$ cat src/core/aux_ctrl_map.svh
`ifndef AUX_CTRL_MAP_SVH
`define AUX_CTRL_MAP_SVH
// ****************************************
// Register addresses (main bank)
// ****************************************
`define AUX_CTRL_ADDR       5'h03
`define INT_CTRL_ADDR       5'h02
`define COND_CODE_ADDR      5'h00
`define TMR_LOW_ADDR        5'h04
`define TMR_HIGH_ADDR       5'h05
// ****************************************
// Auxiliary control fields
// ****************************************
`define AUX_RUN_BIT         7
`define AUX_LOAD_BIT        6
`define AUX_PRESCALE_BIT    5
`define AUX_DIR_BIT         4
`define AUX_SLOW_BIT        3
`define AUX_CLKDIS_BIT      2
`define AUX_LOCK_BIT        1
`define AUX_IRQ_EN_BIT      0
`define AUX_CTRL_RESET      8'h00
`define INT_CTRL_RESET      8'h00
`define IMASK_PIN_BIT       3
`define CCR_TIMEOUT_BIT     7
`define CCR_IRQPIN_BIT      4
// ****************************************
// Timing
// ****************************************
`define DIV_SLOW            16
`define DIV_FAST            2
`define READ_TSTATES_NORMAL 3
`define READ_TSTATES_SLOW   4
`endif

$ cat src/core/aux_ctrl_pkg.sv
`default_nettype none
package aux_ctrl_pkg;
  typedef enum logic [1:0] {
    load_idle_t_s = 2'b00,
    load_wait_t_s = 2'b01
  } load_state_t;
endpackage
`default_nettype wire

$ cat src/core/aux_ctrl.sv
// Contract
// - Timer counts down each timer tick while run bit is high and count is nonzero, holds otherwise.
// - Writing zero to run bit stops the timer.
// - Load bit issues a load pulse and self-clears when the load completes.
// - Prescale bit picks CPU clock over sixteen (0) or over two (1).
// - Direction bit makes interrupt pin input (0) or output (1).
// - Clock output disable high leaves clock output pin undriven.
// - Remote lockout high refuses every remote host access.
// - Global enable low blocks all maskable interrupts.
// - Global enable high passes interrupts whose mask bit is clear.
// - Slow-read bit makes data reads take four T-states, not three.
// - Slow-read bit delays read strobe fall after bus release.
// - Remote interface configuration is not in the CPU register map.
// - Pin as output is driven from the fourth mask bit.
// - Timeout set at zero; cleared by writing one or stopping timer.
`include "aux_ctrl_map.svh"
`default_nettype none
module aux_ctrl
  import aux_ctrl_pkg::*;
#(
  parameter int TIMER_WIDTH = 16
) (
  input  wire logic        ref_clk,
  input  wire logic        reset,
  input  wire logic        reg_wr,
  input  wire logic [4:0]  reg_addr,
  input  wire logic [7:0]  reg_wdata,
  output logic      [7:0]  reg_rdata,
  input  wire logic [4:0]  irq_requests,
  output logic             irq_take,
  output logic      [4:0]  irq_accepted,
  input  wire logic        bidir_interrupt_pin_in,
  output logic             bidir_interrupt_pin_out,
  output logic             bidir_interrupt_pin_oe,
  input  wire logic        cpu_clk_level,
  output logic             clk_out_pin_out,
  output logic             clk_out_pin_oe,
  input  wire logic        remote_req,
  output logic             remote_grant,
  output logic      [2:0]  read_tstates,
  output logic             read_strobe_delay
);

  if (TIMER_WIDTH != 16) begin : g_width_check
    $error("TIMER_WIDTH must be 16");
  end

  // ****************************************
  // Registers
  // ****************************************
  logic [7:0]             auxiliary_control_ff;
  logic [7:0]             interrupt_control_ff;
  logic [7:0]             timer_low_byte_ff;
  logic [7:0]             timer_high_byte_ff;
  logic [TIMER_WIDTH-1:0] count_ff;
  logic                   timeout_flag_ff;
  logic [3:0]             div_ff;
  logic                   pin_meta_ff;
  logic                   pin_sync_ff;
  logic                   remote_meta_ff;
  logic                   remote_sync_ff;
  load_state_t            load_state_ff;

  logic wr_aux;
  logic timer_tick;
  logic load_pulse;
  logic timer_run;
  logic irq_pin_direction;
  logic hit_zero;

  assign wr_aux            = reg_wr && (reg_addr == `AUX_CTRL_ADDR);
  assign timer_run         = auxiliary_control_ff[`AUX_RUN_BIT];
  assign irq_pin_direction = auxiliary_control_ff[`AUX_DIR_BIT];
  assign load_pulse        = (load_state_ff == load_wait_t_s);

  // ****************************************
  // Register writes
  // ****************************************
  always_ff @(posedge ref_clk) begin
    if (reset) begin
      interrupt_control_ff <= `INT_CTRL_RESET;
      timer_low_byte_ff    <= 8'h00;
      timer_high_byte_ff   <= 8'h00;
    end else if (reg_wr) begin
      if (reg_addr == `INT_CTRL_ADDR) interrupt_control_ff <= reg_wdata;
      if (reg_addr == `TMR_LOW_ADDR) timer_low_byte_ff <= reg_wdata;
      if (reg_addr == `TMR_HIGH_ADDR) timer_high_byte_ff <= reg_wdata;
    end
  end

  // ****************************************
  // Control register
  // ****************************************
  // Load bit self-clears after the load pulse
  always_ff @(posedge ref_clk) begin
    if (reset) begin
      auxiliary_control_ff <= `AUX_CTRL_RESET;
    end else if (wr_aux) begin
      auxiliary_control_ff <= reg_wdata;
    end else if (load_pulse) begin
      auxiliary_control_ff[`AUX_LOAD_BIT] <= 1'b0;
    end
  end

  // ****************************************
  // Load sequencer
  // ****************************************
  always_ff @(posedge ref_clk) begin
    if (reset) begin
      load_state_ff <= load_idle_t_s;
    end else begin
      unique case (load_state_ff)
        load_idle_t_s: begin
          if (wr_aux && reg_wdata[`AUX_LOAD_BIT]) load_state_ff <= load_wait_t_s;
        end
        // A load request written during the pulse stretches that pulse by one more cycle
        load_wait_t_s: begin
          if (wr_aux && reg_wdata[`AUX_LOAD_BIT]) load_state_ff <= load_wait_t_s;
          else load_state_ff <= load_idle_t_s;
        end
        default:       load_state_ff <= load_idle_t_s;
      endcase
    end
  end

  // ****************************************
  // Timer
  // ****************************************
  always_ff @(posedge ref_clk) begin
    if (reset || !timer_run) begin
      div_ff <= 4'h0;
    end else begin
      div_ff <= div_ff + 4'h1;
    end
  end

  localparam int FAST_MASK = `DIV_FAST - 1;

  assign timer_tick = timer_run && (auxiliary_control_ff[`AUX_PRESCALE_BIT]
                      ? ((div_ff & 4'(FAST_MASK)) == 4'(FAST_MASK))
                      : (div_ff == 4'(`DIV_SLOW - 1)));

  assign hit_zero = timer_tick && !load_pulse && (count_ff == 16'h0001);

  always_ff @(posedge ref_clk) begin
    if (reset) begin
      count_ff <= 16'h0000;
    end else if (load_pulse) begin
      count_ff <= {timer_high_byte_ff, timer_low_byte_ff};
    end else if (timer_tick && count_ff != 16'h0000) begin
      count_ff <= count_ff - 16'h0001;
    end
  end

  // Set wins over a simultaneous clear
  always_ff @(posedge ref_clk) begin
    if (reset) begin
      timeout_flag_ff <= 1'b0;
    end else if (hit_zero) begin
      timeout_flag_ff <= 1'b1;
    end else if (wr_aux && !reg_wdata[`AUX_RUN_BIT]) begin
      timeout_flag_ff <= 1'b0;
    end else if (reg_wr && reg_addr == `COND_CODE_ADDR && reg_wdata[`CCR_TIMEOUT_BIT]) begin
      timeout_flag_ff <= 1'b0;
    end
  end

  // ****************************************
  // Pins and interrupts
  // ****************************************
  always_ff @(posedge ref_clk) begin
    if (reset) begin
      pin_meta_ff <= 1'b0;
      pin_sync_ff <= 1'b0;
    end else begin
      pin_meta_ff <= bidir_interrupt_pin_in;
      pin_sync_ff <= pin_meta_ff;
    end
  end

  // Remote request is asynchronous to the CPU clock
  always_ff @(posedge ref_clk) begin
    remote_meta_ff <= remote_req;
    remote_sync_ff <= remote_meta_ff;
  end

  assign bidir_interrupt_pin_oe  = irq_pin_direction;
  assign bidir_interrupt_pin_out = interrupt_control_ff[`IMASK_PIN_BIT];
  assign clk_out_pin_oe  = !auxiliary_control_ff[`AUX_CLKDIS_BIT];
  assign clk_out_pin_out = cpu_clk_level;
  assign remote_grant    = remote_sync_ff && !auxiliary_control_ff[`AUX_LOCK_BIT];

  logic [4:0] eff_mask;
  always_comb begin
    eff_mask    = interrupt_control_ff[4:0];
    eff_mask[3] = interrupt_control_ff[3] && !irq_pin_direction;
  end

  always_comb begin
    irq_accepted = '0;
    if (auxiliary_control_ff[`AUX_IRQ_EN_BIT]) begin
      irq_accepted = irq_requests & ~eff_mask;
    end
  end
  assign irq_take = |irq_accepted;

  // ****************************************
  // Read timing outputs
  // ****************************************
  assign read_tstates = auxiliary_control_ff[`AUX_SLOW_BIT]
                        ? 3'(`READ_TSTATES_SLOW) : 3'(`READ_TSTATES_NORMAL);
  assign read_strobe_delay = auxiliary_control_ff[`AUX_SLOW_BIT];

  // ****************************************
  // Register read-back
  // ****************************************
  always_comb begin
    unique case (reg_addr)
      `AUX_CTRL_ADDR: reg_rdata = auxiliary_control_ff;
      `INT_CTRL_ADDR: reg_rdata = interrupt_control_ff;
      `TMR_LOW_ADDR:  reg_rdata = count_ff[7:0];
      `TMR_HIGH_ADDR: reg_rdata = count_ff[15:8];
      `COND_CODE_ADDR: reg_rdata = {timeout_flag_ff, 2'b00, pin_sync_ff, 4'h0};
      default:        reg_rdata = 8'h00;
    endcase
  end

endmodule
`default_nettype wire

$ cat config.mk
export PLATFORM = sky130hd
export DESIGN_NAME = aux_ctrl
export DESIGN_NICKNAME = d
export VERILOG_FILES = /design/src/core/aux_ctrl_pkg.sv /design/src/core/aux_ctrl.sv
export VERILOG_INCLUDE_DIRS = /design/src /design/src/core
export SDC_FILE = /design/constraint.sdc
export NUM_CORES = 1
export LEC_CHECK = 0
export BUFFER_PORTS_ARGS = -buffer_cell sky130_fd_sc_hd__buf_2
export CELL_PAD_IN_SITES_DETAIL_PLACEMENT = 0
export CELL_PAD_IN_SITES_GLOBAL_PLACEMENT = 1
export CORE_MARGIN = 10
export CORE_UTILIZATION = 42
export CTS_CLUSTER_DIAMETER = 50
export DETAILED_ROUTE_END_ITERATION = 10
export PLACE_DENSITY_LB_ADDON = 0.1
export SLEW_MARGIN = 0
export SYNTH_ARGS = -nofsm -noshare
export SYNTH_HDL_FRONTEND = slang
export SYNTH_SLANG_ARGS = --single-unit
$ cat constraint.sdc
create_clock -name ref_clk -period 2.76 [get_ports ref_clk]
set_clock_uncertainty 0.15 [all_clocks]
set_input_delay 0.414 -clock ref_clk [delete_from_list [all_inputs] [get_ports ref_clk]]
set_output_delay 0.414 -clock ref_clk [all_outputs]
set_load 0.01 [all_outputs]
# Yosys cells after proc, flatten, opt, wreduce, memory -nomap -nowiden
# Index checks and enable logic that the tools add are counted.
[totals]
input_bits = 24
register_bits = 59
word_cells = 67
[classes]
n_mux = 14
add_sub_neg = 2
bitwise_logic = 2
eq_ne = 8
reduce_logical = 28
[ops]
columns = ["cell", "n"]
rows = [
  ["$pmux 8 s5", 1],
  ["$mux 16", 2],
  ["$eq 16x1->1 const B", 1],
  ["$reduce_bool 16->1", 1],
  ["$sub 16x1->16 const B", 1],
  ["$logic_and 1x1->1", 11],
  ["$eq 5x2->1 const B", 2],
  ["$eq 5x3->1 const B", 2],
  ["$mux 1", 7],
  ["$logic_not 1->1", 6],
  ["$reduce_and 2->1", 3],
  ["$and 5x5->5", 1],
  ["$logic_not 5->1", 1],
  ["$mux 5", 1],
  ["$not 5->5", 1],
  ["$reduce_or 5->1", 1],
  ["$add 4x1->4 const B", 1],
  ["$eq 4x4->1 const B", 1],
  ["$pmux 2 s2", 1],
  ["$reduce_bool 2->1", 2],
  ["$mux 3", 1],
  ["$reduce_bool 3->1", 1],
  ["$eq 2x1->1 const B", 1],
  ["$logic_not 2->1", 1],
  ["3 further kinds", 3],
]

# Longest topological paths before layout
[logic_depth]
ltp_word = 6
depth_mapped = 7
ltp_nobuf = 6

# Least setup slack after synthesis
# No wires, ideal clock.
[synth_timing]
path_type = "input port to output port"
from = "input reg_addr[3]"
to = "output reg_rdata[0]"
arrival_time_ns = 1.643
path_slack_ns = 0.553
required_time_ns = 2.196
path_stages = 6
n_path_buf = 2
cell_sequence = "nor3b_1 -> and2_1 -> clkbuf_1 -> clkbuf_1 -> a22oi_1 -> nand2_1"
[synth_via]
elab_chain_len = 2
[synth_rtl]
columns = ["element", "line_no", "rtl"]
rows = [
  ["start, declared", "aux_ctrl.sv:26", "input wire logic [4:0] reg_addr,"],
  ["$eq 5x3->1, or another cell as far along", "aux_ctrl.sv:218", "unique case (reg_addr)"],
  ["$pmux 8 s5 (*)", "aux_ctrl.sv:218", ""],
  ["end, declared", "aux_ctrl.sv:28", "output logic [7:0] reg_rdata,"],
]
# Mark *: on every way between the ends. The rest lies on a longest branch, timed or not.

# Final worst setup path
[layout_timing]
from = "input reg_addr[1]"
to = "output reg_rdata[7]"
# The elaborated chain is that of the path after synthesis.

==> flow_summary_export.csv <==
group,metric,value,unit
run_status,status,"finished clean",
sta,slew_headroom,48.9,%
logic_synthesis,postSynthAreaPerCell,8.31,sq um
detailed_routing,first_iter_violations,169,
finish,utilization,49.6,%
worst_hold_path,hold_path_class,"input port to register",
placed_design,place_congestion,0.810,
clocking,clockRootBuffer,"clkbuf_8",
detailed_routing,firstDrtPassIters,5,
clocking,clk_pin_slew,0.07,ns
pwr,finalPower,0.00161,W
finish,drive_gt1_share,20.0,%
worst_setup_path,cp-start-kind,"input port",
pwr,p_leak,1.33,nW
logic_synthesis,synthCells,357,
finish,n_antenna_cell,0,
worst_setup_path,reg2reg_depth,7,
floorplan,die_x,104,um
worst_setup_path,crit_type,"input port to primary output",
sta,max_clock_freq,405,MHz
placed_design,portBuffers,44,
floorplan,start_util,43.4,%
detailed_routing,ant_nets,0,
pwr,power-per-cell-area,476,nW/um^2
worst_hold_path,whs_path_depth,1,
logic_synthesis,ys_ff_latch,58,
sta,finalSetupTns,0,ns
global_routing,grt_max_degree,40,
detailed_routing,wl_per_cell,17.4,um
finish,finalInstanceArea,3390,sq um
logic_synthesis,yosys_most_used_dff,"dfxtp_1",
logic_synthesis,synth_edf_count,0,
clocking,htreeDepth,3,
sta,fin_crit,2.47,ns
placed_design,dpl_cell_area,3230,sq um
floorplan,row_count,30,
worst_setup_path,cp.arrival,1.91,ns
clocking,insertion_delay,0.33,ns
clocking,tritoncts,"yes",
sta,hold_viol_final,0,
floorplan,io_pins,47,
run,max_cap_violations,0,
logic_synthesis,synth_top_cell_area_share,39.2,%
global_routing,track_usage,15.6,%
logic_synthesis,synth.yosys.seq_area_share,39.2,%
clocking,ctsResizeCount,0,
worst_setup_path,worstSetupEndpointType,"primary output",
pwr,vdd_drop_max,231,uV
finish,regArea,1160,sq um
worst_setup_path,cp.required,2.20,ns
floorplan,die_h,104,um
sta,finalMaxSlewViolations,0,
logic_synthesis,synthTopCellsByCount,"dfxtp_1 (58), nand2_1 (41), nand3_1 (40)",
detailed_routing,drc,0,
finish,fin_nets,424,
worst_setup_path,cp_max_fo,11,
sta,finalSetupViolations,0,
logic_synthesis,netlist_area,2970,sq um
detailed_routing,viasPerCell,5.60,
logic_synthesis,yosys-top-cells-area,"dfxtp_1 (39%), nand3_1 (6.8%), a21oi_1 (5.2%)",
sta,tightest_slew,0.767,ns
logic_synthesis,synth.most_common_cell,"dfxtp_1",
clocking,post_cts_buffers,0,
clocking,clockBufferDepth,2,
placed_design,place_hpwl,6.29,mm
floorplan,core-area,6830,sq um
clocking,numCtsBuffers,9,
detailed_routing,wl,8.63,mm
sta,rsz0062_at_grt,"no",
logic_synthesis,yosys.area.top_type,"dfxtp_1",
clocking,ctsHoldBuffers,0,
logic_synthesis,yosysWarnings,0,
logic_synthesis,synthArstFlopShare,0,%
finish,multi_input_area,1600,sq um
worst_setup_path,rrSetupSlack,0.40,ns
finish,synthToLayoutAreaGrowth,14.3,%
detailed_routing,via_count,2784,
global_routing,antenna_found_initial,0,
finish,fillerInstances,716,
global_routing,grt_overflow,0,
global_routing,grt_pass1_wl,14.2,mm
logic_synthesis,syn_nets,384,
logic_synthesis,ys_types,54,
floorplan,die_area,10800,sq um
sta,post-route-period-util,89.5,%
clocking,clock-sinks,58,
global_routing,grt_pass1_vias,2709,
sequential cells by signal, summed over array words and instances (netlist names), 4 cells and up:
register	flops
timer_low_byte_ff	8
div_ff	4
interrupt_control_ff	8
count_ff	16
auxiliary_control_ff	8
timer_high_byte_ff	8
cell type report:
cell class | count | area share (%)
multi-input cells | 261 | 47.2
flip-flops and latches | 58 | 34.3
repair buffers | 55 | 8.94
clock buffers | 10 | 3.77
well taps | 96 | 3.55
inverters | 12 | 1.33
clock inverters | 5 | 0.960
placed cells by master, fill, tap and decap left out, drive strengths merged, types with 3 or more instances in the layout:
cell	instances
a311oi	14
mux2i	5
nand4	5
o21ai	7
ha	3
nor4	7
buf	55
nor2b	7
a2111oi	3
and3b	4
nor2	27
dfxtp	58
clkbuf	10
or3	3
nor3	3
nand2	41
and2	6
inv	11
a21oi	31
a311o	3
clkinv	3
or4	3
a22oi	16
nor3b	4
nand3	40
clkinvlp	3
power breakdown:
| group | internal, W | switching [W] |
|---|---|---|
| combinational | 0.0000325 | 0.0000592 |
| clock | 0.000317 | 0.000354 |
| sequential | 0.000844 | 0.00000490 |
logic make-up (layout without fill, tap and decap cells):
logic type / Yosys count / in the layout / synth area share, %
simple gates: 160 / 160 / 28.5
compound gates: 89 / 89 / 21.1
flops: 58 / 58 / 39.2
buf+inv: 38 / 82 / 6.92
mux: 7 / 7 / 2.45
fa+ha+maj: 3 / 3 / 1.27
xor+xnor: 2 / 2 / 0.591
worst max-delay path, stage by stage:
cell,delay (ns)
buf_2,0.12
nor3b_1,0.43
and2_1,0.51
a22oi_1,0.19
nand2_1,0.11
buf_2,0.13
worst paths after layout:
kind,start,to
worst max-delay path,reg_addr[1],reg_rdata[7]
worst min-delay path,remote_req,remote_meta_ff$_DFF_P_
worst max register to register,count_ff[0]$_SDFFE_PP0P_,count_ff[13]$_SDFFE_PP0P_
worst min register to register,remote_meta_ff$_DFF_P_,remote_sync_ff$_DFF_P_
through the flow:
| stage | hold slack, ns | std cells | setup slack, ns |
|---|---|---|---|
| floorplan | 0.160 | 357 | 0.553 |
| global placement | 0.162 | 482 | 0.393 |
| detailed placement | 0.167 | 482 | 0.323 |
| CTS | 0.0150 | 497 | 0.308 |
| global route | 0.00761 | 497 | 0.130 |
| finish | 0.0317 | 497 | 0.289 |
metal layers:
metal,global-route usage (%),wire length [um],vias up
li1,-,-,1395
met1,22.0,4350,1308
met2,23.0,3750,74
met3,3.84,470,7
met4,4.08,58,0
met5,0,0,-
Power figures use the tool's default switching activity.
